## src/rtl/clock_startup_pkg.sv

```systemverilog
// Constants, field layouts and types for the clock start-up timer
package clock_startup_pkg;

  // Register byte addresses
  localparam logic [7:0] ADDR_CLK_SELECT = 8'h00;
  localparam logic [7:0] ADDR_RC_TRIM    = 8'h04;
  localparam logic [7:0] ADDR_CTRL       = 8'h08;
  localparam logic [7:0] ADDR_STATUS     = 8'h0C;

  // Selection and control register layout
  localparam int SEL_LSB   = 0;
  localparam int SEL_W     = 4;
  localparam int SUT_LSB   = 4;
  localparam int SUT_W     = 2;
  localparam int COUT_BIT  = 6;
  localparam int CMD_SWITCH_BIT = 0;

  // Status register layout
  localparam int ST_STATE_LSB = 0;
  localparam int ST_CORE_BIT  = 3;
  localparam int ST_RSVD_BIT  = 4;
  localparam int ST_XMODE_LSB = 5;

  // Source codes
  localparam int                 XTAL_BIT    = 3;
  localparam int                 XMODE_LSB   = 1;
  localparam logic [SEL_W-1:0]   SEL_LP_OSC  = 4'h3;
  localparam logic [SEL_W-1:0]   SEL_EXT_CLK = 4'h0;
  localparam logic [SUT_W-1:0]   SUT_NONE    = 2'h0;
  localparam logic [SUT_W-1:0]   SUT_SHORT   = 2'h1;
  localparam logic [SUT_W-1:0]   SUT_LONG    = 2'h2;

  // Start-up counts in source cycles and watchdog cycles
  localparam int CNT_W = 15;
  localparam int WDT_W = 14;
  localparam logic [CNT_W-1:0] CYC_SHORT    = 15'h0006;
  localparam logic [CNT_W-1:0] CYC_RESET    = 15'h000E;
  localparam logic [CNT_W-1:0] CYC_XTAL_MIN = 15'h0102;
  localparam logic [CNT_W-1:0] CYC_XTAL_MED = 15'h0400;
  localparam logic [WDT_W-1:0] WDT_SHORT    = 14'h0200;

  // Bus answers and the zero read value
  localparam logic [1:0]  RESP_OKAY   = 2'h0;
  localparam logic [1:0]  RESP_SLVERR = 2'h2;
  localparam logic [31:0] RD_ZERO     = 32'h0000_0000;

  typedef enum logic [1:0] {
    WDT_NONE  = 2'h0,
    WDT_4MS   = 2'h1,
    WDT_64MS  = 2'h2
  } wdt_e;

  typedef enum logic [2:0] {
    PH_LOAD  = 3'h0,
    PH_WDT   = 3'h1,
    PH_SRC   = 3'h3,
    PH_RUN   = 3'h2,
    PH_SLEEP = 3'h6
  } phase_e;

  typedef struct packed {
    logic [CNT_W-1:0] cyc;
    wdt_e             wdt;
    logic             rsvd;
  } startup_s;

endpackage

```

## src/rtl/edge_cycle_counter.sv

```systemverilog
// Synchronised edge counter that times a number of cycles of a foreign clock
`timescale 1ns/1ps
module edge_cycle_counter #(
  parameter int W = 15
) (
  input  wire logic         mclk,
  input  wire logic         rst_n,
  input  wire logic         async_in,
  input  wire logic         start,
  input  wire logic [W-1:0] target,
  output logic              done,
  output logic              busy
);

  localparam logic [W-1:0] ONE = W'(1);

  typedef struct packed {
    logic         sync1;
    logic         sync2;
    logic         prev;
    logic [W-1:0] cnt;
    logic         busy;
    logic         done;
  } ctr_s;

  ctr_s q;
  ctr_s n;

  always_comb begin
    n       = q;
    n.sync1 = async_in;
    n.sync2 = q.sync1;
    n.prev  = q.sync2;
    n.done  = 1'b0;
    if (start) begin
      n.cnt  = target;
      n.busy = (target != '0);
      n.done = (target == '0);
    end else if (q.busy && q.sync2 && !q.prev) begin
      n.cnt = q.cnt - ONE;
      if (q.cnt == ONE) begin
        n.busy = 1'b0;
        n.done = 1'b1;
      end
    end
  end

  always_ff @(posedge mclk or negedge rst_n) begin
    if (!rst_n) begin
      q <= '0;
    end else begin
      q <= n;
    end
  end

  assign done = q.done;
  assign busy = q.busy;

endmodule

```

## src/rtl/clock_source_startup_timer.sv

```systemverilog
// Start-up timer and core clock gate control for the selectable clock sources
//
// How it works
// - Reset copies factory trim into RC trim register
// - Low-power oscillator selectable by fuses or field
// - Low-power osc: 6 cycles, reset adds 14/4ms/64ms
// - Crystal mode decoded from selection bits three-one
// - Crystal delay from bit zero plus start-up code
// - Bit zero low: 258 or 1024 cycles
// - Bit zero high: 1024 or 16384 cycles
// - Cycle counts on every wake, extras only reset
// - External clock: 6 cycles, reset adds 14/4ms/64ms
// - Reset latches fuse bits six-zero into selection register
// - Count selected source cycles before core runs
// - Watchdog counts 512 or 8192 for reset delay
//
// The AXI4-Lite register port and the register offsets were chosen for this implementation.
`timescale 1ns/1ps
module clock_source_startup_timer
  import clock_startup_pkg::*;
#(
  parameter int unsigned XTAL_LONG_CYC = 16384,
  parameter int unsigned WDT_LONG_CYC  = 8192
) (
  input  wire logic        mclk,
  input  wire logic        rst_n,
  input  wire logic [7:0]  fuse_low,
  input  wire logic [7:0]  sig_trim,
  input  wire logic        src_clk_in,
  input  wire logic        wdt_osc_in,
  input  wire logic        sleep_req,
  input  wire logic        wake_req,
  input  wire logic [7:0]  awaddr,
  input  wire logic        awvalid,
  output logic             awready,
  input  wire logic [31:0] wdata,
  input  wire logic [3:0]  wstrb,
  input  wire logic        wvalid,
  output logic             wready,
  output logic [1:0]       bresp,
  output logic             bvalid,
  input  wire logic        bready,
  input  wire logic [7:0]  araddr,
  input  wire logic        arvalid,
  output logic             arready,
  output logic [31:0]      rdata,
  output logic [1:0]       rresp,
  output logic             rvalid,
  input  wire logic        rready,
  output logic             core_clk_en,
  output logic [3:0]       src_select,
  output logic             lp_osc_en,
  output logic             xtal_osc_en,
  output logic [2:0]       xtal_mode,
  output logic             ext_clk_en,
  output logic [7:0]       rc_trim_value,
  output logic             clk_out_en
);

  localparam logic [CNT_W-1:0] CYC_XTAL_LONG = CNT_W'(XTAL_LONG_CYC);
  localparam logic [WDT_W-1:0] WDT_LONG      = WDT_W'(WDT_LONG_CYC);
  typedef struct packed {
    phase_e           phase;
    logic [SEL_W-1:0] sel_fld;
    logic [SUT_W-1:0] sut_fld;
    logic             cout_fld;
    logic [7:0]       trim;
    logic [SEL_W-1:0] act_sel;
    logic [SUT_W-1:0] act_sut;
    logic             core_en;
    logic             lp_en;
    logic             xtal_en;
    logic [2:0]       xmode;
    logic             ext_en;
    logic             clkout_en;
    logic             src_start;
    logic [CNT_W-1:0] src_tgt;
    logic             wdt_start;
    logic [WDT_W-1:0] wdt_tgt;
    logic             awready;
    logic             wready;
    logic             bvalid;
    logic [1:0]       bresp;
    logic             arready;
    logic             rvalid;
    logic [31:0]      rdata;
    logic [1:0]       rresp;
    logic             aw_got;
    logic [7:0]       aw_addr;
    logic             w_got;
    logic [7:0]       w_data;
    logic             w_strb0;
  } top_s;
  top_s q;
  top_s n;
  logic src_done, wdt_done;

  ////////////////////////////////////////////////////////////////////////////
  // Start-up decode

  function automatic startup_s decode(input logic [SEL_W-1:0] sel, input logic [SUT_W-1:0] startup_code_fuses);
    startup_s d;
    d.cyc  = CYC_SHORT;
    d.wdt  = WDT_NONE;
    d.rsvd = 1'b0;
    if (sel[XTAL_BIT]) begin
      case ({sel[0], startup_code_fuses})
        3'h0, 3'h1:       d.cyc = CYC_XTAL_MIN;
        3'h2, 3'h3, 3'h4: d.cyc = CYC_XTAL_MED;
        default:          d.cyc = CYC_XTAL_LONG;
      endcase
      case ({sel[0], startup_code_fuses})
        3'h1, 3'h4, 3'h7: d.wdt = WDT_64MS;
        3'h0, 3'h3, 3'h6: d.wdt = WDT_4MS;
        default:          d.wdt = WDT_NONE;
      endcase
    end else begin
      case (startup_code_fuses)
        SUT_NONE:  d.wdt = WDT_NONE;
        SUT_SHORT: d.wdt = WDT_4MS;
        SUT_LONG:  d.wdt = WDT_64MS;
        default: begin
          d.wdt  = WDT_64MS;
          d.rsvd = 1'b1;
        end
      endcase
    end
    return d;
  endfunction

  function automatic logic mapped(input logic [7:0] addr);
    return (addr == ADDR_CLK_SELECT) || (addr == ADDR_RC_TRIM) ||
           (addr == ADDR_CTRL) || (addr == ADDR_STATUS);
  endfunction

  ////////////////////////////////////////////////////////////////////////////
  // Next state

  always_comb begin
    startup_s         dec;
    logic             wr_go;
    logic             sw_go;
    logic [SEL_W-1:0] nsel;
    dec       = decode(q.act_sel, q.act_sut);
    wr_go     = 1'b0;
    sw_go     = 1'b0;
    nsel      = q.act_sel;
    n         = q;
    n.src_start = 1'b0;
    n.wdt_start = 1'b0;

    // Write channel
    if (q.bvalid && bready) begin
      n.bvalid = 1'b0;
    end
    if (awvalid && q.awready) begin
      n.aw_got  = 1'b1;
      n.aw_addr = awaddr;
    end
    if (wvalid && q.wready) begin
      n.w_got   = 1'b1;
      n.w_data  = wdata[7:0];
      n.w_strb0 = wstrb[0];
    end
    if (q.aw_got && q.w_got && !q.bvalid) begin
      wr_go    = 1'b1;
      n.aw_got = 1'b0;
      n.w_got  = 1'b0;
      n.bvalid = 1'b1;
      n.bresp  = mapped(q.aw_addr) ? RESP_OKAY : RESP_SLVERR;
    end
    if (wr_go && q.w_strb0) begin
      case (q.aw_addr)
        ADDR_CLK_SELECT: begin
          n.sel_fld  = q.w_data[SEL_LSB +: SEL_W];
          n.sut_fld  = q.w_data[SUT_LSB +: SUT_W];
          n.cout_fld = q.w_data[COUT_BIT];
        end
        ADDR_RC_TRIM: n.trim = q.w_data;
        ADDR_CTRL:    sw_go = q.w_data[CMD_SWITCH_BIT];
        default:      n.trim = q.trim;
      endcase
    end
    n.awready = !n.aw_got && !n.bvalid;
    n.wready  = !n.w_got && !n.bvalid;

    // Read channel
    if (q.rvalid && rready) begin
      n.rvalid = 1'b0;
    end
    if (arvalid && q.arready) begin
      n.rvalid = 1'b1;
      n.rresp  = mapped(araddr) ? RESP_OKAY : RESP_SLVERR;
      n.rdata  = RD_ZERO;
      case (araddr)
        ADDR_CLK_SELECT: begin
          n.rdata[SEL_LSB +: SEL_W] = q.sel_fld;
          n.rdata[SUT_LSB +: SUT_W] = q.sut_fld;
          n.rdata[COUT_BIT]         = q.cout_fld;
        end
        ADDR_RC_TRIM: n.rdata[7:0] = q.trim;
        ADDR_STATUS: begin
          n.rdata[ST_STATE_LSB +: 3] = q.phase;
          n.rdata[ST_CORE_BIT]       = q.core_en;
          n.rdata[ST_RSVD_BIT]       = dec.rsvd;
          n.rdata[ST_XMODE_LSB +: 3] = q.xmode;
        end
        default: n.rdata = RD_ZERO;
      endcase
    end
    n.arready = !n.rvalid;

    // Start-up sequence
    case (q.phase)
      PH_LOAD: begin
        n.trim     = sig_trim;
        n.sel_fld  = fuse_low[SEL_LSB +: SEL_W];
        n.sut_fld  = fuse_low[SUT_LSB +: SUT_W];
        n.cout_fld = fuse_low[COUT_BIT];
        n.act_sel  = fuse_low[SEL_LSB +: SEL_W];
        n.act_sut  = fuse_low[SUT_LSB +: SUT_W];
        nsel       = fuse_low[SEL_LSB +: SEL_W];
        dec        = decode(n.act_sel, n.act_sut);
        n.src_tgt  = dec.cyc + CYC_RESET;
        n.wdt_tgt  = (dec.wdt == WDT_64MS) ? WDT_LONG : WDT_SHORT;
        if (dec.wdt == WDT_NONE) begin
          n.src_start = 1'b1;
          n.phase     = PH_SRC;
        end else begin
          n.wdt_start = 1'b1;
          n.phase     = PH_WDT;
        end
      end
      PH_WDT: begin
        if (wdt_done) begin
          n.src_start = 1'b1;
          n.phase     = PH_SRC;
        end
      end
      PH_SRC: begin
        if (src_done) begin
          n.core_en = 1'b1;
          n.phase   = PH_RUN;
        end
      end
      PH_RUN: begin
        if (sleep_req) begin
          n.core_en = 1'b0;
          n.phase   = PH_SLEEP;
        end else if (sw_go) begin
          n.core_en   = 1'b0;
          n.act_sel   = n.sel_fld;
          n.act_sut   = n.sut_fld;
          nsel        = n.sel_fld;
          dec         = decode(n.sel_fld, n.sut_fld);
          n.src_tgt   = dec.cyc;
          n.src_start = 1'b1;
          n.phase     = PH_SRC;
        end
      end
      PH_SLEEP: begin
        if (wake_req) begin
          n.src_tgt   = dec.cyc;
          n.src_start = 1'b1;
          n.phase     = PH_SRC;
        end
      end
      default: n.phase = PH_LOAD;
    endcase

    // Oscillator enables follow the active selection
    n.lp_en     = (nsel == SEL_LP_OSC) && (n.phase != PH_SLEEP);
    n.ext_en    = (nsel == SEL_EXT_CLK) && (n.phase != PH_SLEEP);
    n.xtal_en   = nsel[XTAL_BIT] && (n.phase != PH_SLEEP);
    n.xmode     = nsel[XMODE_LSB +: 3];
    n.clkout_en = n.cout_fld && n.core_en;
  end

  always_ff @(posedge mclk or negedge rst_n) begin
    if (!rst_n) begin
      q         <= '0;
      q.phase   <= PH_LOAD;
      q.awready <= 1'b1;
      q.wready  <= 1'b1;
      q.arready <= 1'b1;
    end else begin
      q <= n;
    end
  end

  ////////////////////////////////////////////////////////////////////////////
  // Source and watchdog cycle counters

  edge_cycle_counter #(
    .W (CNT_W)
  ) u_src_count (
    .mclk     (mclk),
    .rst_n    (rst_n),
    .async_in (src_clk_in),
    .start    (q.src_start),
    .target   (q.src_tgt),
    .done     (src_done),
    .busy     ()
  );

  edge_cycle_counter #(
    .W (WDT_W)
  ) u_wdt_count (
    .mclk     (mclk),
    .rst_n    (rst_n),
    .async_in (wdt_osc_in),
    .start    (q.wdt_start),
    .target   (q.wdt_tgt),
    .done     (wdt_done),
    .busy     ()
  );

  ////////////////////////////////////////////////////////////////////////////
  // Outputs

  assign awready       = q.awready;
  assign wready        = q.wready;
  assign bvalid        = q.bvalid;
  assign bresp         = q.bresp;
  assign arready       = q.arready;
  assign rvalid        = q.rvalid;
  assign rdata         = q.rdata;
  assign rresp         = q.rresp;
  assign core_clk_en   = q.core_en;
  assign src_select    = q.act_sel;
  assign lp_osc_en     = q.lp_en;
  assign xtal_osc_en   = q.xtal_en;
  assign xtal_mode     = q.xmode;
  assign ext_clk_en    = q.ext_en;
  assign rc_trim_value = q.trim;
  assign clk_out_en    = q.clkout_en;

endmodule

```

## config.mk

```make
export PLATFORM = sky130hd
export DESIGN_NAME = clock_source_startup_timer
export DESIGN_NICKNAME = d
export VERILOG_FILES = /design/src/rtl/clock_startup_pkg.sv /design/src/rtl/edge_cycle_counter.sv /design/src/rtl/clock_source_startup_timer.sv
export SDC_FILE = /design/constraint.sdc
export NUM_CORES = 1
export LEC_CHECK = 0
export BUFFER_PORTS_ARGS = -buffer_cell sky130_fd_sc_hd__buf_2
export CAP_MARGIN = 20
export CORE_ASPECT_RATIO = 1.25
export CORE_MARGIN = 3
export CORE_UTILIZATION = 60
export CTS_BUF_LIST = sky130_fd_sc_hd__clkbuf_4 sky130_fd_sc_hd__clkbuf_8
export DETAILED_ROUTE_END_ITERATION = 12
export GPL_TIMING_DRIVEN = 0
export PLACE_DENSITY = 0.95
export SYNTH_ARGS = -nofsm -noshare
export SYNTH_HDL_FRONTEND = slang
export SYNTH_SLANG_ARGS = --single-unit
```

## constraint.sdc

```tcl
create_clock -name mclk -period 5.53 [get_ports mclk]
set_input_delay 0.553 -clock mclk [delete_from_list [all_inputs] [get_ports mclk]]
set_output_delay 0.553 -clock mclk [all_outputs]
set_load 0.02 [all_outputs]
```

## Yosys cells after proc, flatten, opt, wreduce, memory -nomap -nowiden

Index checks and enable logic that the tools add are counted.

- Magnitude comparators: 0
- Bitwise gates (word level): 0
- Multipliers: 0
- Multiplexer cells: 64
- Equal/unequal tests: 35
- Shift operators: 0
- Reduce and logical (&&, ||, !) cells: 67
- Divide/modulo/power cells: 0
- Add/subtract/negate cells: 3

Operator list:

| operator | number |
|---|---|
| $mux W15 | 7 |
| $pmux W15 S2 | 3 |
| $mux W16 | 5 |
| $pmux W15 S3 | 1 |
| $mux W35 | 1 |
| $mux W17 | 2 |
| $eq A8 B4 Y1 const B | 4 |
| $eq A3 B2 Y1 const B | 8 |
| $pmux W7 S3 | 1 |
| $eq A3 B3 Y1 const B | 6 |
| $logic_and A1 B1 Y1 | 18 |
| $mux W3 | 6 |
| $reduce_or A3 Y1 | 6 |
| $eq A8 B3 Y1 const B | 2 |
| $logic_not A8 Y1 | 2 |
| $add A15 B4 Y15 const B | 1 |
| $eq A15 B1 Y1 const B | 1 |
| $logic_not A15 Y1 | 1 |
| $pmux W3 S5 | 1 |
| $reduce_bool A15 Y1 | 1 |
| $sub A15 B1 Y15 const B | 1 |
| $eq A14 B1 Y1 const B | 1 |
| $logic_not A14 Y1 | 1 |
| $mux W1 | 14 |
| other kinds (32) | 75 |

- Register bits: 138
- ROM bits: 0
- Output and inout port bits: 61
- Memory bits (writable): 0
- Bits in latches: 0
- Memories: 0

## Logic depth before layout (Yosys ltp)

Gate-level depths: netlist of run 1.

- Word-level depth: 12
- Mapped depth: 7

## By module

Synthesis of run 1 repeated with hierarchy kept, for this count alone.

- Cell total of the unflattened synthesis: 617
- Area, all modules: 6,208.5 µm²

Modules (own cells, without submodules):

| module | sequential area each (µm²) | cells an instance | area an instance (µm²) | instances |
|---|---|---|---|---|
| clock_source_startup_timer | 1,930.6 | 402 | 4,110.2 | 1 |
| edge_cycle_counter at u_src_count | 500.5 | 111 | 1,056.0 | 1 |
| edge_cycle_counter at u_wdt_count | 475.5 | 104 | 1,042.2 | 1 |

## Least setup slack after synthesis of run 1

No wires, ideal clock.

- Kind: register to register
- Start: reg q (netlist bit bvalid)
- End: reg q (netlist bit lp_osc_en)
- Library setup time: 121 ps
- Path buffers: 1
- Path slack: 3,438 ps
- Arrival: 1,971 ps
- Required time: 5,409 ps
- Cell stages (with the launch flop): 7
- Period minus slack after synthesis: 2,092 ps
- Path through: dfrtp_1 -> nand4b_1 -> nor4_4 -> o21ai_2 -> buf_6 -> a221o_1 -> and4bb_1

RTL lines:

| what | RTL line | RTL |
|---|---|---|
| start, declared | clock_source_startup_timer.sv:94 | `top_s q;` |
| start signal, assigned | clock_source_startup_timer.sv:287 | `q <= n;` |

## Worst setup path in the final report of run 1

- Start: reg q[11] (netlist bit)
- End: reg q[85] (netlist bit)

- Cells in the longest elaborated chain, start to end: 10

RTL lines:

| what | RTL line | RTL |
|---|---|---|
| $logic_not A8 Y1 | clock_source_startup_timer.sv:173 | `case (q.aw_addr)` |
| $mux W7 | clock_source_startup_timer.sv:173 |  |
| $mux W15 | clock_source_startup_timer.sv:172 | `if (wr_go && q.w_strb0) begin` |
| $eq A3 B2 Y1, or another cell as far along | clock_source_startup_timer.sv:107 | `case ({sel[0], startup_code_fuses})` |
| $reduce_or A3 Y1 / $reduce_or A2 Y1 (equally long branches) | clock_source_startup_timer.sv:107 |  |
| $pmux W15 S2 | clock_source_startup_timer.sv:107 |  |
| $mux W15 | clock_source_startup_timer.sv:106 | `if (sel[XTAL_BIT]) begin` |
| $mux W16 | clock_source_startup_timer.sv:250 | `end else if (sw_go) begin` |
| $mux W16 | clock_source_startup_timer.sv:247 | `if (sleep_req) begin` |
| $pmux W15 S3 | clock_source_startup_timer.sv:214 | `case (q.phase)` |

Parallel ways exist; a longest one is shown, timed or not. The select of a mux whose other input is x is not followed.
A chain may end at the register's enable or synchronous reset.

==> results of run 1 <==
==> worst max path at each step <==
stage	from	endpoint
floorplan	bvalid$_DFF_PN0_	lp_osc_en$_DFF_PN0_
global placement	rst_n	rvalid$_DFF_PN0_
detailed placement	sleep_req	lp_osc_en$_DFF_PN0_
CTS	q[11]$_DFFE_PN0P_	q[85]$_DFFE_PN0P_
global route	q[11]$_DFFE_PN0P_	q[85]$_DFFE_PN0P_
finish	q[11]$_DFFE_PN0P_	q[85]$_DFFE_PN0P_
==> layout by cell type (no fill, tap or decap), types with 19 or more instances in the layout <==
cell,instances
buf_2,81
nand2_1,54
mux2_2,26
buf_4,53
conb_1,26
nor2_1,47
o21ai_0,50
mux2i_1,19
dfrtp_1,113
==> power by group <==
group          switching, W  internal (W)
combinational      0.000778      0.000597
clock              0.000338      0.000526
sequential         0.000331       0.00118
==> area by class of cell <==
cell class                      instances  share of cell area, %
Timing Repair Buffer                   82                   6.20
Sequential cell                       116                   41.4
Inverter                               16                  0.856
Tap cell                              123                   2.19
Multi-Input combinational cell        397                   36.3
Clock buffer                           23                   4.06
Clock inverter                          9                   2.17
Buffer                                 73                   6.81
==> per-stage QoR <==
stage	instances	total power (W)	cell area, um^2	setup slack (ps)
floorplan	602	0.00244	5990	3440
global placement	806	0.00276	6550	2640
detailed placement	807	0.00285	6580	3170
CTS	839	0.00374	7020	3180
global route	839	0.00398	7020	3080
finish	839	0.00375	7020	3160
==> registers in the layout, indices dropped and copies added (netlist names), 2 cells and up <==
name           cells
rdata              8
u_src_count.q     16
q                 42
u_wdt_count.n      2
u_src_count.n      2
rc_trim_value      8
xtal_mode          3
src_select         4
u_wdt_count.q     15
==> metal layers <==
| layer | track usage, % | part of all wire (%) | wire length (um) |
|---|---|---|---|
| met1 | 30.6 | 37 | 5330 |
| met2 | 47.2 | 53 | 7570 |
| met3 | 7.03 | 5.3 | 752 |
| met4 | 14.1 | 4.4 | 621 |
| met5 | 0 | 0 | 0 |
==> Yosys cell counts (3+ instances only) <==
library cell  instances
nand4_1               7
nor4_1                6
inv_1                16
a22oi_1              10
o22ai_1               5
or3_1                 3
a221o_2               6
nor2_1               47
or4_1                 3
nand3_1              10
mux2i_1              19
a211oi_1              4
nand4b_1              4
nor3b_1               4
buf_4                52
nor3_1               11
mux2_2               26
dfstp_2               3
nand2_1              54
nand3b_1              4
o21bai_1              3
xor2_1               16
o31ai_1               4
a21boi_0              3
xnor2_1               9
a21o_1                3
nand2b_1              5
ha_1                  4
and2_1                5
clkbuf_1             18
o21ai_0              50
a21oi_1              13
nor2b_1               4
dfrtp_1             113
==> critical path, stage by stage, from the launching register on <==
cell	delay, ps
dfrtp_1	400
nor4_1	480
and4_1	260
buf_2	310
mux2_2	410
a311oi_1	310
a21oi_1	70
==> cells by family after synthesis <==
kind of cell | share of synthesized area, %
simple gates | 16.5
flops | 49.3
compound gates | 12.3
buf+inv | 9.12
mux | 8.19
xor+xnor | 3.71
fa+ha+maj | 0.849
other cells | 0.0636
==> results.ini, run 1 <==
[outcome]
status = completed

[clocking]
h-tree-depth = 4
postCtsSetupBuffers = 0
cts_root_buf = clkbuf_8
cts.sinks = 116
cts-resized-gates = 0
clock_path_buffers = 2
cts.reportedPaths.clkPinSlew_ps = 70
numCtsBuffers = 17
hold_buffers = 0
cts_tree = built
clk_latency_ps = 440

[logic_synthesis]
synth_edf_count = 0
yosys_most_used_dff = dfrtp_1
synth.cell_area_um2 = 5900
ys_ff_latch = 116
synth.distinct_cells = 63
synthArstFlopShare_pct = 100
synth_top_area_cell = dfrtp_1
synth.area.top_cells = dfrtp_1 (48%), buf_4 (6.6%), mux2_2 (5.0%)
syn_inst = 577
ys_seq_area_share_pct = 49.3
synth_top_area_share_pct = 47.9
yosys_warnings = 0
syn_avg_cell_area_um2 = 10.2

[worst_setup_path]
rr_worst_depth = 6
start_kind = flip-flop
required_ps = 5840
rrSetupSlack_ps = 3160
crit-reg2reg-capture = q[85]$_DFFE_PN0P_
crit_type = flip-flop to flip-flop
critPathArrivalTime_ps = 2680
cp-end-kind = flip-flop
reg2reg_from = q[11]$_DFFE_PN0P_
cp_max_fo = 10

[grt]
globalRouteOverflowTotal = 0
antenna_found_initial = 0
grt_max_degree = 63
first_global_vias = 4758
grt_pass1_wl_um = 22800
grtUsageTotal_pct = 27.1

[floorplan]
core-area_um2 = 9370
initial_core_util_pct = 63.0
die_h_um = 117
ios = 140
dieArea_um2 = 11100
fp-row-count = 39
die_x_um = 94.7

[sta]
worstMarginPinSlew_ps = 935
slew_violations = 0
finClkSkew_ps = 14.2
fin_crit_ps = 2370
report.final.setup_viol = 0
timing.fmax_mhz = 422
rsz0062_at_grt = false
hold_slack_ps = 170
finalSetupTns_ps = 0
timing.final.crit_share_pct = 42.9
hold_viol = 0
relSlewSlack_pct = 37.1

[drt]
wl_um = 14300
vias = 4765
wl_per_cell_um = 17.0
drc = 0
drtAntennaViolNets = 0
dr.pass1.iters = 5
avgViaCountPerCell = 5.68
drt-initial-drc-count = 368

[power]
leakagePower_nw = 3.30
p_per_area_nw_per_um2 = 534
ir_worst_vdd_mv = 0.385

[final_layout]
multi_input_area_um2 = 2550
seqCellArea_um2 = 2910
syn2layout_area_growth_pct = 19.0
final_util_pct = 74.9
nFillCells = 640
nNetsFinal = 786
layout-drive-gt1-share_pct = 30.2
n_antenna_cell = 0

[run]
max-cap-violations = 0

[place]
dp_hpwl_um = 10200
gp_congestion = 0.887
port_buffers = 81

[min_path]
hp-class = primary input to async pin

(Power assumes the default switching activity.)
==> run 2: changes to the inputs <==
--- a/config.mk
+++ b/config.mk
@@ -9,11 +9,11 @@
 export CAP_MARGIN = 20
 export CORE_ASPECT_RATIO = 1.25
 export CORE_MARGIN = 3
-export CORE_UTILIZATION = 60
+export CORE_UTILIZATION = 56
 export CTS_BUF_LIST = sky130_fd_sc_hd__clkbuf_4 sky130_fd_sc_hd__clkbuf_8
 export DETAILED_ROUTE_END_ITERATION = 12
 export GPL_TIMING_DRIVEN = 0
-export PLACE_DENSITY = 0.95
+export PLACE_DENSITY = 0.91
 export SYNTH_ARGS = -nofsm -noshare
 export SYNTH_HDL_FRONTEND = slang
 export SYNTH_SLANG_ARGS = --single-unit
==> constraint.sdc (replaced) <==
create_clock -name mclk -period 2.5 [get_ports mclk]
set_input_delay 0.25 -clock mclk [delete_from_list [all_inputs] [get_ports mclk]]
set_output_delay 0.25 -clock mclk [all_outputs]
set_load 0.02 [all_outputs]
==> results.ini, run 2 (synthesized netlist as in run 1, its figures left out) <==
[outcome]
status = completed  ; unchanged

[final_layout]
syn2layout_area_growth_pct = 20.7  ; was 19.0%
top_regs = q (42), u_src_count.q (16), u_wdt_count.q (15)  ; unchanged
largest_reg_flops = 42  ; unchanged
nNetsFinal = 791  ; was 786
fin_cells = 850  ; was 839
nFillCells = 744  ; was 640
layout-drive-gt1-share_pct = 30.1  ; was 30.2%
n_antenna_cell = 0  ; unchanged
layout_common_cells = dfrtp_1 (113), buf_2 (81), nand2_1 (54)  ; unchanged
regMostFlops = q  ; unchanged
mostFrequentLayoutCell = dfrtp_1  ; unchanged
stdcell_area_um2 = 7120  ; was 7020 um^2

[clocking]
cts.reportedPaths.clkPinSlew_ps = 70  ; about the same
cts.sinks = 116  ; unchanged
postCtsSetupBuffers = 0  ; unchanged
clock_path_buffers = 2  ; unchanged
numCtsBuffers = 17  ; unchanged
clk_latency_ps = 420  ; was 440 ps
cts_root_buf = clkbuf_8  ; unchanged
cts_tree = built  ; unchanged
h-tree-depth = 4  ; unchanged

[grt]
globalRouteOverflowTotal = 0  ; unchanged
grtUsageTotal_pct = 24.2  ; was 27.1%
first_global_vias = 4861  ; was 4758
grt_pass1_wl_um = 22800  ; about the same
grt_max_degree = 63  ; unchanged
antenna_found_initial = 0  ; unchanged

[run]
max-cap-violations = 0  ; unchanged

[sta]
slew_violations = 0  ; unchanged
timing.final.crit_share_pct = 93.0  ; was 42.9%
timing.fmax_mhz = 430  ; was 422 MHz
rsz0062_at_grt = false  ; unchanged
report.final.setup_viol = 0  ; unchanged
hold_viol = 0  ; unchanged
fin_crit_ps = 2320  ; was 2370 ps
finClkSkew_ps = 16.3  ; was 14.2 ps
relSlewSlack_pct = 43.2  ; was 37.1%
setup_slack_ps = 175  ; was 3160 ps
hold_slack_ps = 45.9  ; was 170 ps
finalSetupTns_ps = 0  ; unchanged
worstMarginPinSlew_ps = 844  ; was 935 ps

[drt]
drc = 0  ; unchanged
avgViaCountPerCell = 5.67  ; was 5.68
drtAntennaViolNets = 0  ; unchanged
wl_um = 13900  ; was 14300 um
drt-initial-drc-count = 271  ; was 368
wl_per_cell_um = 16.4  ; was 17.0 um
dr.pass1.iters = 5  ; unchanged
vias = 4816  ; was 4765

[power]
leakagePower_nw = 3.34  ; was 3.30 nW
ir_worst_vdd_mv = 0.687  ; was 0.385 mV
p_per_area_nw_per_um2 = 1180  ; was 534 nW/um^2

[place]
dpl.cell_count = 813  ; was 807
placed_cell_area_um2 = 6590  ; was 6580 um^2
dp_hpwl_um = 10200  ; about the same
gp_congestion = 0.910  ; was 0.887
place_ws_ps = 177  ; was 3170 ps
port_buffers = 81  ; unchanged

[worst_setup_path]
cp_max_fo = 10  ; unchanged
start_kind = flip-flop  ; unchanged
required_ps = 2790  ; was 5840 ps
cp-end-kind = flip-flop  ; unchanged
crit_type = flip-flop to flip-flop  ; unchanged
critPathArrivalTime_ps = 2610  ; was 2680 ps

[min_path]
hp-class = primary input to flip-flop  ; was primary input to async pin

[floorplan]
die_x_um = 97.8  ; was 94.7 um
fp-row-count = 41  ; was 39
dieArea_um2 = 11800  ; was 11100 um^2
die_h_um = 121  ; was 117 um
ios = 140  ; unchanged
core-area_um2 = 10200  ; was 9370 um^2
initial_core_util_pct = 57.8  ; was 63.0%

-- run 2: worst paths after layout --
path	slack, ps	to	depth (start not counted)	start
max	180	q[85]$_DFFE_PN0P_	6	q[11]$_DFFE_PN0P_
min	50	rc_trim_value[7]$_DFFE_PN0P_	3	sig_trim[7]
max reg2reg	180	q[85]$_DFFE_PN0P_	6	q[11]$_DFFE_PN0P_
min reg2reg	370	u_wdt_count.n[16]$_DFF_PN0_	0	u_wdt_count.n[17]$_DFF_PN0_
max in group asynchronous	1270	arready$_DFF_PN1_	3	rst_n
min in group asynchronous	430	u_wdt_count.q[3]$_DFFE_PN0P_	2	rst_n
-- run 2: metrics by stage --
step	util [%]	power, W
CTS	69.7	0.00838
finish	69.7	0.00839
detailed placement	64.5	0.00630
global placement	64.2	0.00610
floorplan	-	0.00539
global route	69.7	0.00894
-- run 2: final cells by class --
type	instances	area, um^2	share of cell area, %
Tap cell	129	161	2.27
Inverter	16	60.1	0.844
Timing Repair Buffer	87	485	6.82
Clock buffer	24	299	4.20
Buffer	73	478	6.71
Sequential cell	116	2910	40.8
Clock inverter	8	174	2.44
Multi-Input combinational cell	397	2550	35.9
-- run 2: power breakdown --
group | internal, W | switching [W] | leakage [nW] | total (W)
sequential | 0.00261 | 0.000722 | 1.46 | 0.00333
combinational | 0.00133 | 0.00170 | 1.65 | 0.00303
clock | 0.00130 | 0.000733 | 0.235 | 0.00203
total | 0.00524 | 0.00316 | 3.34 | 0.00839
-- run 2: worst max-delay path: stages, from the launching register on --
cell      delay [ps]
dfrtp_1          410
or4_4            600
nor4_4           250
o21ai_0          280
clkbuf_1         270
a311oi_1         310
a21oi_1           70
-- run 2: repair_timing --
item | in CTS | in global routing
hold buffers | 5 | 0
endpoints found under the hold margin | 56 | 0
gates resized for setup | 0 | 1
endpoints found under the setup margin | 0 | 1
-- run 2: routing by layer --
metal	track usage, %	part of all wire (%)	routed length (um)
met1	27.7	38	5300
met2	42.5	53	7440
met3	4.90	4.7	659
met4	12.6	3.9	537
met5	0	0	0
==> run 3: changes to the inputs <==
--- a/config.mk
+++ b/config.mk
@@ -9,11 +9,11 @@
 export CAP_MARGIN = 20
 export CORE_ASPECT_RATIO = 1.25
 export CORE_MARGIN = 3
-export CORE_UTILIZATION = 56
+export CORE_UTILIZATION = 50
 export CTS_BUF_LIST = sky130_fd_sc_hd__clkbuf_4 sky130_fd_sc_hd__clkbuf_8
 export DETAILED_ROUTE_END_ITERATION = 12
 export GPL_TIMING_DRIVEN = 0
-export PLACE_DENSITY = 0.91
+export PLACE_DENSITY = 0.84
 export SYNTH_ARGS = -nofsm -noshare
 export SYNTH_HDL_FRONTEND = slang
 export SYNTH_SLANG_ARGS = --single-unit
==> constraint.sdc (replaced) <==
create_clock -name mclk -period 2 [get_ports mclk]
set_input_delay 0.2 -clock mclk [delete_from_list [all_inputs] [get_ports mclk]]
set_output_delay 0.2 -clock mclk [all_outputs]
set_load 0.02 [all_outputs]
==> results.ini, run 3 (synthesized netlist as in run 1, its figures left out) <==
[outcome]
status = finished with violations  ; was completed
violations = negative setup slack

[drt]
wl_per_cell_um = 16.3  ; was 16.4 um
vias = 4898  ; was 4816
wl_um = 14500  ; was 13900 um
avgViaCountPerCell = 5.51  ; was 5.67
drc = 0  ; unchanged
dr.pass1.iters = 5  ; unchanged
drt-initial-drc-count = 259  ; was 271
drtAntennaViolNets = 0  ; unchanged

[worst_setup_path]
rr_worst_depth = 6  ; unchanged
required_ps = 2300  ; was 2790 ps
max_stage_delay_ps = 570  ; was 600 ps
cp_cell_sequence = or4_4, nor4_4, o21ai_2, buf_6, a221o_1, and4bb_1  ; was or4_4, nor4_4, o21ai_0, clkbuf_1, a311oi_1, a21oi_1
worst-path-buf-inv = 1  ; unchanged
critPathArrivalTime_ps = 2580  ; was 2610 ps
rrSetupSlack_ps = -270  ; was 180 ps
cp-end-kind = flip-flop  ; unchanged
cp_slowest_cell = or4_4  ; unchanged
crit-reg2reg-capture = lp_osc_en$_DFF_PN0_  ; was q[85]$_DFFE_PN0P_
crit_type = flip-flop to flip-flop  ; unchanged
start_kind = flip-flop  ; unchanged
worst_path_dominant_cell_family = simple AND/OR/NAND/NOR gates  ; unchanged
cp_max_fo = 4  ; was 10
reg2reg_from = q[11]$_DFFE_PN0P_  ; unchanged

[final_layout]
syn2layout_area_growth_pct = 27.8  ; was 20.7%
nNetsFinal = 823  ; was 791
largest_reg_flops = 42  ; unchanged
final_util_pct = 66.7  ; was 69.7%
layout_common_cells = dfrtp_1 (112), buf_2 (80), buf_4 (64)  ; was dfrtp_1 (113), buf_2 (81), nand2_1 (54)
mostFrequentLayoutCell = dfrtp_1  ; unchanged
layout-drive-gt1-share_pct = 34.7  ; was 30.1%
regMostFlops = q  ; unchanged
top_regs = q (42), u_src_count.q (16), u_wdt_count.q (15)  ; unchanged
nFillCells = 858  ; was 744

[sta]
timing.final.crit_share_pct = 114  ; was 93.0%
timing.fmax_mhz = 440  ; was 430 MHz
setup_slack_ps = -275  ; was 175 ps
finClkSkew_ps = 17.5  ; was 16.3 ps
rsz0062_at_grt = true  ; was false
hold_viol = 0  ; unchanged
slew_violations = 0  ; unchanged
report.final.setup_viol = 21  ; was 0
worstMarginPinSlew_ps = 724  ; was 844 ps
relSlewSlack_pct = 51.7  ; was 43.2%
fin_crit_ps = 2270  ; was 2320 ps

[grt]
grt_max_degree = 62  ; was 63
globalRouteOverflowTotal = 0  ; unchanged
antenna_found_initial = 0  ; unchanged
grt_pass1_wl_um = 23000  ; was 22800 um
grtUsageTotal_pct = 22.3  ; was 24.2%
first_global_vias = 4866  ; was 4861

[clocking]
cts_root_buf = clkbuf_8  ; unchanged
cts.sinks = 116  ; unchanged
cts_tree = built  ; unchanged
h-tree-depth = 4  ; unchanged
cts.reportedPaths.clkPinSlew_ps = 70  ; about the same
clk_latency_ps = 430  ; was 420 ps
clock_path_buffers = 2  ; unchanged
numCtsBuffers = 17  ; unchanged

[place]
place_ws_ps = -355  ; was 177 ps
dp_hpwl_um = 10200  ; about the same
gp_congestion = 0.938  ; was 0.910
port_buffers = 81  ; unchanged

[floorplan]
core-area_um2 = 11300  ; was 10200 um^2
die_h_um = 127  ; was 121 um
ios = 140  ; unchanged
dieArea_um2 = 13100  ; was 11800 um^2
fp-row-count = 43  ; was 41
initial_core_util_pct = 52.2  ; was 57.8%
die_x_um = 103  ; was 97.8 um

[min_path]
min_to = q[13]$_DFFE_PN0P_  ; was rc_trim_value[7]$_DFFE_PN0P_
min_path_cells = 2  ; was 3
min-delay-start = awaddr[3]  ; was sig_trim[7]
hp-class = primary input to flip-flop  ; unchanged

[power]
leakagePower_nw = 3.52  ; was 3.34 nW
p_per_area_nw_per_um2 = 1420  ; was 1180 nW/um^2
ir_worst_vdd_mv = 1.09  ; was 0.687 mV

[run]
max-cap-violations = 0  ; unchanged

-- run 3: how the worst max path moves through the flow --
stage | to | cells past startpoint | from
floorplan | lp_osc_en$_DFF_PN0_ | 6 | bvalid$_DFF_PN0_
global placement | bvalid$_DFF_PN0_ | 1 | rst_n
detailed placement | q[85]$_DFFE_PN0P_ | 6 | q[11]$_DFFE_PN0P_
CTS | lp_osc_en$_DFF_PN0_ | 6 | q[11]$_DFFE_PN0P_
global route | lp_osc_en$_DFF_PN0_ | 6 | q[11]$_DFFE_PN0P_
finish | lp_osc_en$_DFF_PN0_ | 6 | q[11]$_DFFE_PN0P_
-- run 3: area by class of cell --
type	instances	area, um^2	area share [%]
plain buffers	73	503	6.67
multi-input cells	397	2670	35.4
repair buffers	119	783	10.4
clock inverters	10	155	2.06
flip-flops and latches	116	2910	38.6
well taps	135	169	2.24
inverters	16	60.1	0.797
clock buffers	22	290	3.85
diodes	1	2.50	0.0332
-- run 3: through the flow --
stage	cells	area (um^2)	hold slack, ps	TNS, ps	power, W
finish	889	7540	24.9	-2660	0.0107
global route	888	7540	14.7	-3960	0.0114
CTS	884	7420	0.386	-1820	0.0105
detailed placement	819	6600	301	-4960	0.00788
global placement	818	6570	311	-67550	0.00766
floorplan	602	5990	-95.6	-64.7	0.00674
-- run 3: what timing repair did --
action,in CTS,in global routing
hold buffers,19,0
setup buffers,14,4
resized for setup,26,26
hold endpoints to repair,71,0
setup endpoints to repair,35,36
pin swaps,6,2
-- run 3: power by group --
part / switching (W) / internal, W
Combinational: 0.00225 / 0.00188
Sequential: 0.000935 / 0.00326
Clock: 0.000910 / 0.00148
-- run 3: per-layer routing --
metal / up-vias / wire (um) / GRT usage (%)
met5: - / 0 / 0
met4: 0 / 444 / 9.53
met3: 42 / 617 / 4.53
met2: 165 / 7960 / 38.9
met1: 2405 / 5450 / 26.1
li1: 2286 / - / -
